===== config.mk =====
export PLATFORM = sky130hd
export DESIGN_NAME = hfxc_top
export DESIGN_NICKNAME = d
export VERILOG_FILES = /design/src/hfxc_pkg.sv /design/src/hfxc_top.sv /design/src/hfxc_step_timer.sv
export SDC_FILE = /design/constraint.sdc
export NUM_CORES = 1
export LEC_CHECK = 0
export BUFFER_PORTS_ARGS = -buffer_cell sky130_fd_sc_hd__buf_2
export CAP_MARGIN = 15
export CORE_MARGIN = 3
export CORE_UTILIZATION = 40
export CTS_CLUSTER_SIZE = 40
export DETAILED_ROUTE_END_ITERATION = 10
export GPL_ROUTABILITY_DRIVEN = 0
export GPL_TIMING_DRIVEN = 0
export PLACE_DENSITY = 0.66
export SLEW_MARGIN = 20
export SYNTH_ARGS = -nofsm -noshare
export SYNTH_HDL_FRONTEND = slang
export SYNTH_HIERARCHICAL = 1
export SYNTH_SLANG_ARGS = --single-unit

===== constraint.sdc =====
create_clock -name hclk -period 3.72 [get_ports hclk]
set_clock_uncertainty 0.15 [all_clocks]
set_input_delay 0.372 -clock hclk [delete_from_list [all_inputs] [get_ports hclk]]
set_output_delay 0.372 -clock hclk [all_outputs]
set_load 0.03 [all_outputs]

===== src/hfxc_pkg.sv =====
// Constants, field layout and state type of the fast clock switch and
// crystal controller. Assumes a 250 MHz hclk and 32-bit AHB-Lite words.
package hfxc_pkg;
	localparam logic [7:0] A_CTRL = 8'h00;
	localparam logic [7:0] A_OSCEN = 8'h04;
	localparam logic [7:0] A_HFSEL = 8'h08;
	localparam logic [7:0] A_LFSEL = 8'h0C;
	localparam logic [7:0] A_STUP = 8'h10;
	localparam logic [7:0] A_STDY = 8'h14;
	localparam logic [7:0] A_TMO = 8'h18;
	localparam logic [7:0] A_CMD = 8'h1C;
	localparam logic [7:0] A_STAT = 8'h20;
	localparam logic [7:0] A_TRIM = 8'h24;
	localparam logic [7:0] A_IF = 8'h28;
	localparam logic [7:0] A_IEN = 8'h2C;
	localparam logic [7:0] A_RCF = 8'h30;
	// Control fields
	localparam int C_EXT = 0;
	localparam int C_GND_IN = 1;
	localparam int C_GND_OUT = 2;
	localparam int C_LOWP = 3;
	localparam int C_MODE = 4;
	localparam int C_MPD = 6;
	localparam int C_MRS = 7;
	localparam logic [7:0] CTRL_RST = 8'h00;
	localparam logic [1:0] MODE_AUTO = 2'h0;
	localparam logic [1:0] MODE_CMD = 2'h1;
	localparam logic [1:0] MODE_MAN = 2'h2;
	// Command bits
	localparam int K_EN = 0;
	localparam int K_DIS = 1;
	localparam int K_PD = 0;
	localparam int K_SO = 1;
	// Source codes
	localparam logic [1:0] SEL_RC = 2'h1;
	localparam logic [1:0] SEL_XO = 2'h2;
	// Field positions of startup, steady, timeout and trim words
	localparam int F_BIAS = 0;
	localparam int F_TUNE = 8;
	localparam int F_REG = 16;
	localparam int F_UPR = 20;
	localparam int T_STUP = 0;
	localparam int T_STDY = 4;
	localparam int T_PD = 8;
	localparam int T_SO = 12;
	localparam logic [15:0] STUP_RST = 16'h0000;
	localparam logic [23:0] STDY_RST = 24'h00_0000;
	localparam logic [15:0] TMO_RST = 16'h0000;
	localparam logic [5:0] LFSEL_RST = 6'h00;
	// Flag bits
	localparam int I_XRDY = 0;
	localparam int I_PDR = 1;
	localparam int I_SOR = 2;
	localparam int I_RCR = 3;
	localparam logic [31:0] RC_FREQ_MHZ = 32'h0000_0013;
	// Timeouts: code c lasts (c+1) units
	localparam int CLK_NS = 4;
	localparam int TO_UNIT_NS = 64;
	localparam logic [15:0] TO_UNIT_CYC =
		16'((TO_UNIT_NS + CLK_NS - 1) / CLK_NS);
	typedef enum logic [2:0] {
		S_OFF, S_START, S_STEADY, S_READY, S_PEAK, S_SHUNT
	} hfxc_state_t;
	function automatic logic [15:0] to_cyc(input logic [3:0] c);
		return ({12'h000, c} + 16'h0001) * TO_UNIT_CYC;
	endfunction
endpackage


===== src/hfxc_top.sv =====
// Fast clock source switch and crystal controller with AHB-Lite registers.
// Assumes analog status inputs are asynchronous and a one-cycle sleep pulse
// from the power manager on hclk.
`timescale 1ns/1ns
`default_nettype none
module hfxc_top
	import hfxc_pkg::*;
(
	input wire logic hclk,
	input wire logic hresetn,
	input wire logic hsel,
	input wire logic [31:0] haddr,
	input wire logic [1:0] htrans,
	input wire logic hwrite,
	input wire logic [2:0] hsize,
	input wire logic [31:0] hwdata,
	input wire logic hready,
	output logic hreadyout,
	output logic hresp,
	output logic [31:0] hrdata,
	input wire logic pm_sleep_entry,
	input wire logic fast_rc_osc_ready,
	input wire logic osc_running,
	input wire logic amp_high,
	input wire logic amp_low,
	output logic [1:0] high_freq_source_field,
	output logic high_freq_source_run,
	output logic [31:0] fast_rc_osc_freq_mhz,
	output logic [1:0] low_freq_a_source_field,
	output logic [1:0] low_freq_b_source_field,
	output logic [1:0] low_freq_e_source_field,
	output logic xo_core_en,
	output logic external_clock_bypass,
	output logic [6:0] core_bias_trim,
	output logic [7:0] tuning_capacitance,
	output logic [3:0] regulator_current_setting,
	output logic peak_detector_en,
	output logic regulator_low_sel,
	output logic xtal_n_out,
	output logic xtal_n_oe,
	output logic xtal_p_out,
	output logic xtal_p_oe,
	output logic osc_ready_irq
);
	logic dph_q, dwr_q, rdone_q;
	logic [7:0] dad_q;
	logic [31:0] hrdata_q, rd_d;
	logic [7:0] ctrl_q;
	logic [5:0] lfsel_q;
	logic [15:0] stup_q, tmo_q;
	logic [23:0] stdy_q;
	logic [3:0] ien_q, if_q, if_set, if_clr;
	logic [1:0] sel_q;
	logic dead_q, run_q;
	logic [3:0] s1_q, s2_q;
	hfxc_state_t state_q;
	logic rdy_q, pdr_q, sor_q, rc_prev_q;
	logic auto_pd_q, auto_so_q, ext_q, lowp_q;
	logic [1:0] mode_q;
	logic [6:0] bias_q;
	logic [3:0] reg_q;
	logic tm_ld, tm_done, amp_ok, ens;
	logic [15:0] tm_val;
	logic acc, wr;
	logic en_cmd, dis_cmd, pd_cmd, so_cmd, hf_wr;

	// Bus slave; reads take one wait state so they see the latest write
	assign acc = hsel & hready & htrans[1];
	assign wr = dph_q & dwr_q;
	assign hreadyout = !dph_q | dwr_q | rdone_q;
	assign hresp = 1'b0;
	assign hrdata = hrdata_q;
	always_ff @(posedge hclk or negedge hresetn) begin
		if (!hresetn) begin
			dph_q <= 1'b0;
			dwr_q <= 1'b0;
			dad_q <= 8'h00;
			rdone_q <= 1'b0;
		end else if (acc) begin
			dph_q <= 1'b1;
			dwr_q <= hwrite;
			dad_q <= haddr[7:0];
			rdone_q <= 1'b0;
		end else if (hreadyout) begin
			dph_q <= 1'b0;
			rdone_q <= 1'b0;
		end else begin
			rdone_q <= 1'b1;
		end
	end
	always_ff @(posedge hclk or negedge hresetn) begin
		if (!hresetn) begin
			hrdata_q <= 32'h0000_0000;
		end else if (dph_q & !dwr_q & !rdone_q) begin
			hrdata_q <= rd_d;
		end
	end
	always_comb begin
		rd_d = 32'h0000_0000;
		unique case (dad_q)
			A_CTRL: rd_d[7:0] = ctrl_q;
			A_HFSEL: rd_d[1:0] = sel_q;
			A_LFSEL: rd_d[5:0] = lfsel_q;
			A_STUP: rd_d[15:0] = stup_q;
			A_STDY: rd_d[23:0] = stdy_q;
			A_TMO: rd_d[15:0] = tmo_q;
			A_STAT: rd_d[9:0] = {sel_q, 1'b0, dead_q, !run_q, s2_q[3],
				sor_q, pdr_q, rdy_q, ens};
			A_TRIM: begin
				rd_d[F_BIAS+:7] = bias_q;
				rd_d[F_REG+:4] = reg_q;
			end
			A_IF: rd_d[3:0] = if_q;
			A_IEN: rd_d[3:0] = ien_q;
			A_RCF: rd_d = RC_FREQ_MHZ;
			default: rd_d = 32'h0000_0000;
		endcase
	end

	assign en_cmd = wr & (dad_q == A_OSCEN) & hwdata[K_EN];
	assign dis_cmd = wr & (dad_q == A_OSCEN) & hwdata[K_DIS];
	assign pd_cmd = wr & (dad_q == A_CMD) & hwdata[K_PD];
	assign so_cmd = wr & (dad_q == A_CMD) & hwdata[K_SO];
	assign hf_wr = wr & (dad_q == A_HFSEL);

	always_ff @(posedge hclk or negedge hresetn) begin
		if (!hresetn) begin
			ctrl_q <= CTRL_RST;
			lfsel_q <= LFSEL_RST;
			stup_q <= STUP_RST;
			stdy_q <= STDY_RST;
			tmo_q <= TMO_RST;
			ien_q <= 4'h0;
		end else if (wr) begin
			if (dad_q == A_CTRL) ctrl_q <= hwdata[7:0];
			if (dad_q == A_LFSEL) lfsel_q <= hwdata[5:0];
			if (dad_q == A_STUP) stup_q <= hwdata[15:0];
			if (dad_q == A_STDY) stdy_q <= hwdata[23:0];
			if (dad_q == A_TMO) tmo_q <= hwdata[15:0];
			if (dad_q == A_IEN) ien_q <= hwdata[3:0];
		end
	end
	assign low_freq_a_source_field = lfsel_q[1:0];
	assign low_freq_b_source_field = lfsel_q[3:2];
	assign low_freq_e_source_field = lfsel_q[5:4];
	assign fast_rc_osc_freq_mhz = RC_FREQ_MHZ;

	// Two-flop sync of analog status: rc ready, running, amp high, amp low
	always_ff @(posedge hclk or negedge hresetn) begin
		if (!hresetn) begin
			s1_q <= 4'h0;
			s2_q <= 4'h0;
		end else begin
			s1_q <= {fast_rc_osc_ready, osc_running, amp_high, amp_low};
			s2_q <= s1_q;
		end
	end
	assign amp_ok = lowp_q ? s2_q[0] : s2_q[1];

	// Source select; a disabled crystal target can only be undone by reset
	always_ff @(posedge hclk or negedge hresetn) begin
		if (!hresetn) begin
			sel_q <= SEL_RC;
			dead_q <= 1'b0;
		end else if (pm_sleep_entry) begin
			sel_q <= SEL_RC;
		end else if (hf_wr) begin
			if (hwdata[1:0] == SEL_RC) sel_q <= SEL_RC;
			if (hwdata[1:0] == SEL_XO) begin
				sel_q <= SEL_XO;
				if (!ens) dead_q <= 1'b1;
			end
		end
	end
	always_ff @(posedge hclk or negedge hresetn) begin
		if (!hresetn) begin
			run_q <= 1'b0;
		end else begin
			// Clock halts while the chosen oscillator is not ready
			run_q <= !dead_q & ((sel_q == SEL_RC) ? s2_q[3] : rdy_q);
		end
	end
	assign high_freq_source_field = sel_q;
	assign high_freq_source_run = run_q;

	hfxc_step_timer u_tmr (
		.hclk(hclk),
		.hresetn(hresetn),
		.load(tm_ld),
		.load_val(tm_val),
		.done(tm_done)
	);

	assign ens = (state_q != S_OFF);
	always_comb begin
		tm_ld = 1'b0;
		tm_val = to_cyc(tmo_q[T_PD+:4]);
		unique case (state_q)
			S_OFF: begin
				tm_ld = en_cmd;
				tm_val = to_cyc(tmo_q[T_STUP+:4]);
			end
			S_START: begin
				tm_ld = tm_done;
				tm_val = to_cyc(tmo_q[T_STDY+:4]);
			end
			S_READY: begin
				tm_ld = 1'b1;
				if (!auto_pd_q & (auto_so_q | (so_cmd & !pd_cmd))) begin
					tm_val = to_cyc(tmo_q[T_SO+:4]);
				end
			end
			S_PEAK: tm_ld = tm_done;
			S_SHUNT: begin
				tm_ld = tm_done;
				tm_val = to_cyc(tmo_q[T_SO+:4]);
			end
			default: tm_ld = 1'b0;
		endcase
	end

	// Crystal sequencer
	always_ff @(posedge hclk or negedge hresetn) begin
		if (!hresetn) begin
			state_q <= S_OFF;
			rdy_q <= 1'b0;
			pdr_q <= 1'b0;
			sor_q <= 1'b0;
			auto_pd_q <= 1'b0;
			auto_so_q <= 1'b0;
			mode_q <= MODE_AUTO;
			ext_q <= 1'b0;
			lowp_q <= 1'b0;
			bias_q <= 7'h00;
			reg_q <= 4'h0;
		end else if (dis_cmd | pm_sleep_entry) begin
			state_q <= S_OFF;
			rdy_q <= 1'b0;
			pdr_q <= 1'b0;
			sor_q <= 1'b0;
			auto_pd_q <= 1'b0;
			auto_so_q <= 1'b0;
		end else begin
			unique case (state_q)
				S_OFF: if (en_cmd) begin
					state_q <= S_START;
					// Mode, external and low-power options are taken at start, later writes wait
					mode_q <= ctrl_q[C_MODE+:2];
					ext_q <= ctrl_q[C_EXT];
					lowp_q <= ctrl_q[C_LOWP];
					bias_q <= stdy_q[F_BIAS+:7];
					reg_q <= stdy_q[F_REG+:4];
				end
				S_START: if (tm_done) state_q <= S_STEADY;
				S_STEADY: if (tm_done & s2_q[2]) begin
					state_q <= S_READY;
					rdy_q <= 1'b1;
					// Peak detection has no use on an external wave
					auto_pd_q <= (mode_q == MODE_AUTO) & !ext_q;
					auto_so_q <= (mode_q == MODE_AUTO) & !ext_q;
				end
				S_READY: begin
					if (auto_pd_q | (pd_cmd & !auto_so_q)) begin
						state_q <= S_PEAK;
						auto_pd_q <= 1'b0;
						pdr_q <= 1'b0;
						bias_q <= stdy_q[F_BIAS+:7];
					end else if (auto_so_q | so_cmd) begin
						state_q <= S_SHUNT;
						auto_so_q <= 1'b0;
						sor_q <= 1'b0;
						reg_q <= stdy_q[F_UPR+:4];
					end
				end
				S_PEAK: if (tm_done) begin
					if (amp_ok | (bias_q == 7'h7F)) begin
						state_q <= S_READY;
						pdr_q <= 1'b1;
					end else begin
						bias_q <= bias_q + 7'h01;
					end
				end
				S_SHUNT: if (tm_done) begin
					if (!amp_ok) begin
						// Step back to the last current that held amplitude
						reg_q <= reg_q + 4'h1;
						state_q <= S_READY;
						sor_q <= 1'b1;
					end else if (reg_q == 4'h0) begin
						state_q <= S_READY;
						sor_q <= 1'b1;
					end else begin
						reg_q <= reg_q - 4'h1;
					end
				end
				default: state_q <= S_OFF;
			endcase
		end
	end

	// Analog settings and pins
	always_ff @(posedge hclk or negedge hresetn) begin
		if (!hresetn) begin
			xo_core_en <= 1'b0;
			external_clock_bypass <= 1'b0;
			core_bias_trim <= 7'h00;
			tuning_capacitance <= 8'h00;
			regulator_current_setting <= 4'h0;
			peak_detector_en <= 1'b0;
			regulator_low_sel <= 1'b0;
			xtal_n_oe <= 1'b0;
			xtal_p_oe <= 1'b0;
		end else begin
			xo_core_en <= ens & !ext_q;
			external_clock_bypass <= ens & ext_q;
			if (state_q == S_START) begin
				core_bias_trim <= stup_q[F_BIAS+:7];
				tuning_capacitance <= stup_q[F_TUNE+:8];
			end else begin
				core_bias_trim <= bias_q;
				tuning_capacitance <= stdy_q[F_TUNE+:8];
			end
			regulator_current_setting <= reg_q;
			peak_detector_en <= (state_q == S_PEAK) |
				((mode_q == MODE_MAN) & ctrl_q[C_MPD]);
			regulator_low_sel <= (mode_q == MODE_MAN) & ctrl_q[C_MRS];
			xtal_n_oe <= !ens & ctrl_q[C_GND_IN];
			xtal_p_oe <= !ens & ctrl_q[C_GND_OUT];
		end
	end
	assign xtal_n_out = 1'b0;
	assign xtal_p_out = 1'b0;

	// Ready flags; a set in the clear cycle wins
	always_ff @(posedge hclk or negedge hresetn) begin
		if (!hresetn) begin
			rc_prev_q <= 1'b0;
			if_q <= 4'h0;
			osc_ready_irq <= 1'b0;
		end else begin
			rc_prev_q <= s2_q[3];
			if_q <= (if_q & ~if_clr) | if_set;
			osc_ready_irq <= |(if_q & ien_q);
		end
	end
	assign if_clr = (wr & (dad_q == A_IF)) ? hwdata[3:0] : 4'h0;
	assign if_set = {s2_q[3] & !rc_prev_q,
		(state_q == S_SHUNT) & tm_done & (!amp_ok | (reg_q == 4'h0)),
		(state_q == S_PEAK) & tm_done & (amp_ok | (bias_q == 7'h7F)),
		(state_q == S_STEADY) & tm_done & s2_q[2]};
endmodule
`default_nettype wire


===== src/hfxc_step_timer.sv =====
// Down counter timing crystal phases and algorithm steps.
// Assumes load values of at least one cycle.
`timescale 1ns/1ns
`default_nettype none
module hfxc_step_timer (
	input wire logic hclk,
	input wire logic hresetn,
	input wire logic load,
	input wire logic [15:0] load_val,
	output logic done
);
	logic [15:0] cnt_q;
	always_ff @(posedge hclk or negedge hresetn) begin
		if (!hresetn) begin
			cnt_q <= 16'h0000;
		end else if (load) begin
			cnt_q <= load_val;
		end else if (cnt_q != 16'h0000) begin
			cnt_q <= cnt_q - 16'h0001;
		end
	end
	assign done = (cnt_q == 16'h0000);
endmodule
`default_nettype wire


==> results of run 1 <==
[metrics by stage]
stage          cell area (um2)  setup TNS (ps)  utilization, %  instances  hold slack, ps
2_1_floorplan             9791               0               -        923          -73.59
3_3_place_gp             10700         -195640           45.45       1344           182.9
3_5_place_dp             10770           -1441           45.73       1346           120.7
4_1_cts                  11540               0           49.00       1391           2.949
5_1_grt                  11570               0           49.13       1395          0.5246
6_report                 11570               0           49.14       1396           7.984
[synth_stat cells (all sizes together) (4+ instances only)]
cell type	instances
a21oi	30
a221oi	10
a222oi	7
a22oi	17
a2bb2oi	4
a31oi	7
a32oi	5
a41oi	4
and2	9
and3	10
buf	69
clkbuf	23
dfrtp	190
ha	7
inv	14
mux2	103
mux2i	10
nand2	73
nand2b	15
nand3	24
nand3b	7
nand4	10
nor2	47
nor2b	9
nor3	21
nor3b	5
nor4	9
nor4b	4
o211a	6
o21ai	47
o22ai	4
or3	4
xnor2	14
[critical path: cells and delay by family (launching register included)]
| kind | cells | cell delay (ps) |
|---|---|---|
| muxes | 1 | 390 |
| DFF | 1 | 370 |
| and+or+nand+nor | 2 | 460 |
| adders and majority gates | 1 | 310 |
| buffers and inverters | 4 | 1250 |
| AOI/OAI and AO/OA | 2 | 460 |
[area by class of cell]
cell class              count  area, um2
repair buffers            121      735.7
clock inverters            15      212.7
multi-input cells         626       4399
well taps                 319      399.1
plain buffers              92      561.8
clock buffers              17      425.4
diodes                      1      2.502
flip-flops and latches    191       4781
fillers                  2201      11970
inverters                  14      52.55
[registers in the layout (all words and copies together), names as in the netlist, 8 cells and up]
| name | count |
|---|---|
| stup_q | 16 |
| dad_q | 8 |
| u_tmr/cnt_q | 16 |
| tuning_capacitance | 8 |
| hrdata | 24 |
| stdy_q | 24 |
| ctrl_q | 8 |
| tmo_q | 16 |
[layer usage]
layer | GRT usage (%) | vias to the layer above
li1 | - | 3462
met5 | 0 | -
met4 | 6.766 | 2
met3 | 4.333 | 46
met2 | 32.97 | 314
met1 | 28.18 | 3717
[cells by family (layout without fill, tap and decap cells)]
| family | after synthesis | after routing | share of synthesized area [%] |
|---|---|---|---|
| AO/OA/AOI/OAI | 173 | 173 | 12.57 |
| XOR/XNOR | 17 | 17 | 1.552 |
| adder cells (fa/ha/maj) | 10 | 10 | 1.330 |
| buffers and inverters | 106 | 259 | 6.363 |
| flip-flops | 191 | 191 | 49.82 |
| multiplexers | 113 | 113 | 13.13 |
| other | 2 | 55 | 0.07827 |
| AND/OR/NAND/NOR | 259 | 259 | 15.15 |
[worst max-delay path by stage]
| stage | startpoint | endpoint | slack, ps |
|---|---|---|---|
| 2_1_floorplan | u_tmr/cnt_q[0] | u_tmr/cnt_q[6] | 730 |
| 3_3_place_gp | hresetn | tuning_capacitance[7] | -1040 |
| 3_5_place_dp | u_tmr/cnt_q[0] | u_tmr/cnt_q[6] | -340 |
| 4_1_cts | u_tmr/cnt_q[0] | u_tmr/cnt_q[6] | 40 |
| 5_1_grt | u_tmr/cnt_q[0] | u_tmr/cnt_q[6] | 20 |
| 6_report | state_q[2] | u_tmr/cnt_q[5] | 230 |
[power breakdown]
part           internal, W  leakage, nW  switching (W)
clock             0.000945        0.309       0.000992
sequential         0.00233         2.52       0.000256
combinational     0.000451         2.70       0.000740
[timing repair]
| action | CTS | global route |
|---|---|---|
| endpoints found under the setup margin | 8 | 16 |
| hold buffers | 13 | 0 |
| buffers inserted | 0 | 4 |
| hold endpoints to repair | 47 | 0 |
| pin swaps | 0 | 0 |
| resized for setup | 3 | 2 |
==> summary.md, run 1 <==
| Metric | Value |
|---|---|
| Outcome | completed |
| Final net count | 1,150 |
| Number of I/O pins | 182 |
| Yosys top cell by area | dfrtp_1 |
| Crit. End Element | flop |
| DRT antenna net count | 0 |
| Layout cells sized above 1 | 31.51% |
| DR vias | 7,541 |
| RSZ-0062 raised after global routing | false |
| Grt ovf | 0 |
| CTS sink cnt | 191 |
| Largest net degree at the start of global routing | 80 |
| Max FO, Critical Path | 10 |
| First-pass GRT wire length | 41.79 mm |
| Via/cell ratio | 5.402 |
| R2R depth | 10 |
| I/O Buffers | 102 |
| Min-Delay Endpoint | dad_q[2] |
| Slowest-stage cell, CP | clkbuf_1 |
| Die width | 160.9 um |
| Max-slew violation count | 0 |
| Initial Util | 40.76% |
| Hold crit path type | input pin to flop |
| Maximum clock frequency | 286.9 MHz |
| Routed len/inst | 19.10 um |
| Clock Tree Buf Depth | 2 |
| CTS tree | built |
| Syn Area/Cell | 11.02 um2 |
| Period utilization | 93.68% |
| Slowest stage delay, CP | 570 ps |
| Number of synthesized flops with an enable pin | 0 |
| GRT Overall Usage | 20.62% |
| Synth Instances | 871 |
| Clk Latency, worst-skew pair | 450 ps |
| Top FF cell, synth | dfrtp_1 |
| Worst-Margin Slew | 1084 ps |
| Number of remaining DRC errors | 0 |
| Sequential area share after synthesis | 49.82% |
| Crit path cell chain | clkbuf_1 > nor3b_1 > clkbuf_1 > buf_2 > mux2_2 > ha_1 > a222oi_1 > inv_1 > nand2b_1 > o211a_1 |
| Minimum clock period | 3485 ps |
| Commonest cells after routing, fill and taps aside | dfrtp_1 (190), buf_2 (121), mux2_2 (103), nand2_1 (73), conb_1 (54) |
| Rows | 56 |
| Largest cells by area after synthesis | dfrtp_1 (50%), mux2_2 (12%), buf_4 (3.8%) |
| Worst r2r dst | u_tmr/cnt_q[5] |
| Commonest non-fill, non-tap cell in the layout | dfrtp_1 |
| CP most frequent cell | clkbuf_1 |
| Total iterations of the first detailed-routing run | 5 |
| Final hold vios | 0 |
| Ys async rst share | 100.0% |
| Cell leakage power | 5.523 nW |
| Clock root buffer master | clkbuf_16 |
| R2R setup slack | 230 ps |
| Die Area | 25,880 um2 |
| Setup WS pre-CTS | -337.1 ps |
| Hold path cells | 2 |
| Routed wl met2 | 12.48 mm |
| WP data required | 3900 ps |
| Power density cells | 493.7 nW/um2 |
| FF-to-FF Start | state_q[2] |
| Maximum vdd drop | 0.3046 mV |
| Clk pin slew, worst setup/hold paths | 90 ps |
| Top sig layer | met5 |
| Num CTS Buffers | 17 |
| M1 WL | 11.44 mm |
| Max-Cap Viols | 0 |
| Top-area cell type share of the netlist area | 49.55% |
| CTS H-tree lvls | 4 |
| Worst Setup Path Type | flop to flop |
| Arr. time, crit path | 3670 ps |
| Initial drt markers | 797 |
| Die H | 160.9 um |
| Synth warn | 6 |
| Endpoints failing setup | 0 |
| Met3 Wirelength | 2.029 mm |
| Layout area overhead | 20.58% |
| Vias in the first global route | 7,364 |
| Total power | 0.005712 W |
| Initial antenna violation count | 1 |
| Worst slew margin | 27.17% |
| Setup ws final | 235.0 ps |
| Core ar. | 23,540 um2 |
| Count of cell types in the netlist | 75 |
| Post-Route WL | 26.66 mm |
| Synth Register Bits | 191 |
| Netlist Area Pre-Place | 9595 um2 |
| Detail Placement HPWL | 19.19 mm |
| Startpoint Class | flop |
| Hold path start | haddr[2] |
Note: power is estimated with default switching activity, not from simulation.
==> run 2: changes to the inputs <==
- CAP_MARGIN: 15 -> 20
- MAX_ROUTING_LAYER: default -> met4
==> summary.md, run 2 (same netlist as run 1, synthesis figures left out) <==
| Metric | Value |
|---|---|
| Outcome | completed |
| R2R depth | 10 (unchanged) |
| Final net count | 1,150 (unchanged) |
| Critical Path Stages | 10 (unchanged) |
| Num CTS Buffers | 17 (unchanged) |
| GR peak layer | met2 |
| Endpoints failing setup | 0 (unchanged) |
| Period utilization | 93.32% (-0.36 points) |
| Layout fillers | 2,200 (-0.045%) |
| Hold path cells | 2 (unchanged) |
| Hold_ws | 8.039 ps (+0.05496 ps) |
| Rows | 56 (unchanged) |
| Clk pin slew, worst setup/hold paths | 90 ps (about the same) |
| Largest net degree at the start of global routing | 80 (unchanged) |
| Max FO, Critical Path | 10 (unchanged) |
| Initial Util | 40.76% (unchanged) |
| Worst-Margin Slew | 1081 ps (-3.158 ps) |
| Slowest-stage cell, CP | clkbuf_1 |
| Commonest cells after routing, fill and taps aside | dfrtp_1 (190), buf_2 (121), mux2_2 (103), nand2_1 (73), conb_1 (54) |
| Clock Tree Buf Depth | 2 (unchanged) |
| Core ar. | 23,540 um2 (unchanged) |
| Minimum clock period | 3472 ps (-13.41 ps) |
| Via/cell ratio | 5.412 (+0.19%) |
| Vias in the first global route | 7,390 (+0.35%) |
| I/O Buffers | 102 (unchanged) |
| Routed len/inst | 19.16 um (+0.33%) |
| CTS sink cnt | 191 (unchanged) |
| Commonest non-fill, non-tap cell in the layout | dfrtp_1 |
| Met1 usage in global routing | 28.21% (+0.033 points) |
| Grt ovf | 0 (unchanged) |
| Die H | 160.9 um (unchanged) |
| Layout area overhead | 20.60% (about the same) |
| Max-Cap Viols | 0 (unchanged) |
| Clock root buffer master | clkbuf_16 |
| Met3 Track Usage GR | 4.127% (-0.21 points) |
| GRT Overall Usage | 21.23% (+0.61 points) |
| R2R setup slack | 250 ps (about the same) |
| Startpoint Class | flop |
| Number of I/O pins | 182 (unchanged) |
| Critical path's top delay family | buffers and inverters |
| Post-route cell area | 11,570 um2 (about the same) |
| Die Area | 25,880 um2 (unchanged) |
| Slowest stage delay, CP | 560 ps (about the same) |
| Final hold vios | 0 (unchanged) |
| Worst Setup Path Type | flop to flop |
| Initial antenna violation count | 1 (unchanged) |
| Met2 Track Usage GR | 32.95% (about the same) |
| CTS H-tree lvls | 4 (unchanged) |
| Crit path cell chain | clkbuf_1 > nor3b_1 > clkbuf_1 > buf_2 > mux2_2 > ha_1 > a222oi_1 > inv_1 > nand2b_1 > o211a_1 |
| Arr. time, crit path | 3650 ps (-20 ps) |
| Dpl cell area | 10,770 um2 (unchanged) |
| Number of remaining DRC errors | 0 (unchanged) |
| Maximum vdd drop | 0.3047 mV (about the same) |
| First-pass GRT wire length | 41.81 mm (about the same) |
| Total iterations of the first detailed-routing run | 5 (unchanged) |
| Power density cells | 494.1 nW/um2 (about the same) |
| DR vias | 7,561 (+0.27%) |
| WP data required | 3900 ps (about the same) |
| Initial drt markers | 749 (-6.0%) |
| Detail Placement HPWL | 19.19 mm (unchanged) |
| CP most frequent cell | clkbuf_1 |
| CP Buf/Inv Count | 4 (unchanged) |
| Worst slew margin | 27.38% (+0.21 points) |
| CTS tree | built |
| RSZ-0062 raised after global routing | false |
| Final setup TNS | 0 ps (unchanged) |
| Cell leakage power | 5.523 nW (unchanged) |
| Post-Route WL | 26.77 mm (+0.40%) |
| Maximum clock frequency | 288.1 MHz (+0.39%) |
| Layout cells sized above 1 | 31.51% (unchanged) |
| Post-Place Cells | 1,346 (unchanged) |
| Die width | 160.9 um (unchanged) |
| Hold crit path type | input pin to flop |
| DRT antenna net count | 0 (unchanged) |
| Max-slew violation count | 0 (unchanged) |
| Crit. End Element | flop |
| Clk Latency, worst-skew pair | 450 ps (about the same) |
| Total power | 0.005718 W (about the same) |
| Non-filler cells, final | 1,397 (+0.072%) |
-- run 2: changes by cell type in the layout (fill, tap and decap cells not counted) --
cell	change
diode_2	+1
-- run 2: final cells by class --
| cell class | count | area [um2] | area share (%) |
|---|---|---|---|
| multi-input combinational | 626 | 4399 | 38.02 |
| antenna | 2 | 5.005 | 0.04325 |
| inverter | 14 | 52.55 | 0.4541 |
| buffer | 92 | 561.8 | 4.855 |
| sequential | 191 | 4781 | 41.31 |
| timing repair buffer | 121 | 735.7 | 6.357 |
| clock inverter | 15 | 212.7 | 1.838 |
| clock buffer | 17 | 425.4 | 3.676 |
| tap | 319 | 399.1 | 3.449 |
-- run 2: routing by layer --
metal	up-vias	routed length (um)
met5	-	0
met4	0	745
met3	53	2071
met2	317	12460
met1	3729	11490
li1	3462	-
-- run 2: path summary, 6_finish.rpt --
kind / startpoint / to
worst max-delay path: state_q[2] / u_tmr/cnt_q[5]
worst min register to register: s1_q[1] / s2_q[1]
worst max register to register: state_q[2] / u_tmr/cnt_q[5]
worst min-delay path: haddr[2] / dad_q[2]
max in group asynchronous: hresetn / tmo_q[8]
min in group asynchronous: hresetn / xtal_p_oe
-- run 2: through the flow --
| step | util, % | setup WS [ps] |
|---|---|---|
| 3_3_place_gp | 45.45 | -1036 |
| 3_5_place_dp | 45.73 | -337.1 |
| 4_1_cts | 49.00 | 38.25 |
| 5_1_grt | 49.14 | 16.83 |
| 2_1_floorplan | - | 730.5 |
| 6_report | 49.16 | 248.4 |
-- run 2: power by group --
group	leakage [nW]	switching (W)	internal [W]	total, W
clock network	0.309	0.000998	0.000946	0.00194
logic	2.70	0.000740	0.000451	0.00119
registers	2.52	0.000255	0.00233	0.00258
total	5.52	0.00199	0.00372	0.00572
-- run 2: worst reg2reg max path, stage by stage (launching register included) --
cell,delay [ps]
dfrtp_1,370
clkbuf_1,190
nor3b_1,320
clkbuf_1,560
buf_2,430
mux2_2,390
ha_1,310
a222oi_1,320
inv_1,60
nand2b_1,140
o211a_1,140
-- run 2: repair_timing --
| item | in CTS | in global routing |
|---|---|---|
| hold buffers | 13 | 0 |
| resized for setup | 3 | 2 |
| endpoints found under the hold margin | 47 | 0 |
| endpoints found under the setup margin | 8 | 16 |
| buffers inserted | 0 | 4 |
==> run 3: changes to the inputs <==
- RECOVER_POWER: default -> 25
==> summary.md, run 3 (same netlist as run 1, synthesis figures left out) <==
| Metric | Value |
|---|---|
| Number of remaining DRC errors | 0 (unchanged) |
| Commonest non-fill, non-tap cell in the layout | dfrtp_1 |
| Core ar. | 23,540 um2 (unchanged) |
| Endpoints failing setup | 0 (unchanged) |
| Power density cells | 494.4 nW/um2 (about the same) |
| Startpoint Class | flop |
| Top sig layer | met4 |
| FF-to-FF Start | state_q[2] |
| Commonest cells after routing, fill and taps aside | dfrtp_1 (190), buf_2 (121), mux2_2 (103), nand2_1 (73), conb_1 (54) |
| I/O Buffers | 102 (unchanged) |
| Minimum clock period | 3482 ps (+9.985 ps) |
| Launch point of the worst path | state_q[2] |
| DR vias | 7,541 (-0.26%) |
| Clk pin slew, worst setup/hold paths | 90 ps (about the same) |
| CTS H-tree lvls | 4 (unchanged) |
| Initial Util | 40.76% (unchanged) |
| Hold_ws | 8.310 ps (+0.2711 ps) |
| Max-Cap Viols | 1 (+1) |
| Period utilization | 93.59% (+0.27 points) |
| Met3 Wirelength | 2.012 mm (-2.8%) |
| Maximum vdd drop | 0.3055 mV (+0.27%) |
| Detail Placement HPWL | 19.19 mm (unchanged) |
| Worst Setup Path Type | flop to flop |
| GRT Overall Usage | 21.23% (unchanged) |
| Violations in the final reports | max-capacitance violations, max-slew violations |
| Clk Latency, worst-skew pair | 450 ps (about the same) |
| Worst slew margin | -42.74% (-70 points) |
| Clock root buffer master | clkbuf_16 |
| WP data required | 3900 ps (about the same) |
| Total iterations of the first detailed-routing run | 6 (+1) |
| Layout cells sized above 1 | 31.41% (-0.093 points) |
| Layout fillers | 2,202 (+0.091%) |
| M1 WL | 11.44 mm (-0.50%) |
| Largest net degree at the start of global routing | 80 (unchanged) |
| CTS tree | built |
| Maximum clock frequency | 287.2 MHz (-0.29%) |
| Hold crit path type | input pin to flop |
| Die width | 160.9 um (unchanged) |
| Post-route cell area | 11,560 um2 (about the same) |
| Worst r2r dst | u_tmr/cnt_q[5] |
| Cell leakage power | 5.517 nW (-0.11%) |
| Grt ovf | 0 (unchanged) |
| Final hold vios | 0 (unchanged) |
| Worst-Margin Slew | 2141 ps (+1060 ps) |
| Die H | 160.9 um (unchanged) |
| Post-Route WL | 26.73 mm (-0.15%) |
| Max-slew violation count | 36 (+36) |
| Initial drt markers | 740 (-1.2%) |
| DRT antenna net count | 0 (unchanged) |
| Arr. time, crit path | 3660 ps (about the same) |
| Via/cell ratio | 5.398 (-0.26%) |
| Vias in the first global route | 7,390 (unchanged) |
| Final net count | 1,150 (unchanged) |
| Routed wl met2 | 12.52 mm (+0.51%) |
| Dpl cell area | 10,770 um2 (unchanged) |
| Crit. End Element | flop |
| CP endpoint | u_tmr/cnt_q[5] |
| Layout area overhead | 20.49% (about the same) |
| First-pass GRT wire length | 41.81 mm (unchanged) |
| Rows | 56 (unchanged) |
| Die Area | 25,880 um2 (unchanged) |
| Routed len/inst | 19.13 um (-0.15%) |
| Clock Tree Buf Depth | 2 (unchanged) |
| R2R setup slack | 240 ps (about the same) |
| Max FO, Critical Path | 10 (unchanged) |
| Outcome | finished, violations left |
| Number of I/O pins | 182 (unchanged) |
| Initial antenna violation count | 1 (unchanged) |
| R2R depth | 10 (unchanged) |
| RSZ-0062 raised after global routing | false |
| Num CTS Buffers | 17 (unchanged) |
| CTS sink cnt | 191 (unchanged) |
[run 3: what timing repair did]
action	4_1_cts	5_1_grt
hold endpoints to repair	47	0
endpoints found under the setup margin	8	16
resized for setup	3	2
buffers inserted	0	4
hold buffers	13	0
[run 3: per-layer routing]
metal  up-vias  track usage, %
met5         -               -
met4         0           7.000
met3        50           4.127
met2       310           32.95
met1      3718           28.21
li1       3463               -
[run 3: final cells by class]
class / count / area (um2) / area share, %
Timing Repair Buffer: 121 / 724.4 / 6.266
Inverter: 14 / 52.55 / 0.4545
Sequential cell: 191 / 4781 / 41.35
Clock buffer: 17 / 425.4 / 3.680
Tap cell: 319 / 399.1 / 3.452
Multi-Input combinational cell: 626 / 4399 / 38.05
Antenna cell: 2 / 5.005 / 0.04329
Buffer: 92 / 561.8 / 4.859
Clock inverter: 15 / 212.7 / 1.840
[run 3: worst max-delay path, cell delays in order, from the launching register on]
cell	delay, ps
dfrtp_1	370
clkbuf_1	180
nor3b_1	310
clkbuf_1	560
buf_2	430
mux2_2	390
ha_1	300
a222oi_1	320
inv_1	60
nand2b_1	140
o211a_1	140
[run 3: report_power, final]
| part | switching (W) | internal, W |
|---|---|---|
| Sequential | 0.000255 | 0.00233 |
| Clock | 0.000997 | 0.000946 |
| Combinational | 0.000740 | 0.000450 |
[run 3: worst min-delay path by stage]
stage | from | endpoint | slack [ps] | depth (start not counted)
2_1_floorplan | hresetn | auto_pd_q | -70 | 0
3_3_place_gp | s1_q[3] | s2_q[3] | 180 | 0
3_5_place_dp | hresetn | xtal_p_oe | 120 | 1
4_1_cts | haddr[2] | dad_q[2] | 3 | 2
5_1_grt | haddr[2] | dad_q[2] | 3 | 2
6_report | haddr[2] | dad_q[2] | 8 | 2
[run 3: per-stage QoR]
step	worst slack (ps)	total power (W)	TNS (ps)	instances	utilization [%]
floorplan	730.5	0.003366	0	923	-
global route	16.83	0.005967	0	1396	49.10
detailed placement	-337.1	0.003777	-1441	1346	45.73
CTS	38.25	0.005727	0	1391	49.00
global placement	-1036	0.003747	-195640	1344	45.45
finish	238.4	0.005716	0	1397	49.11
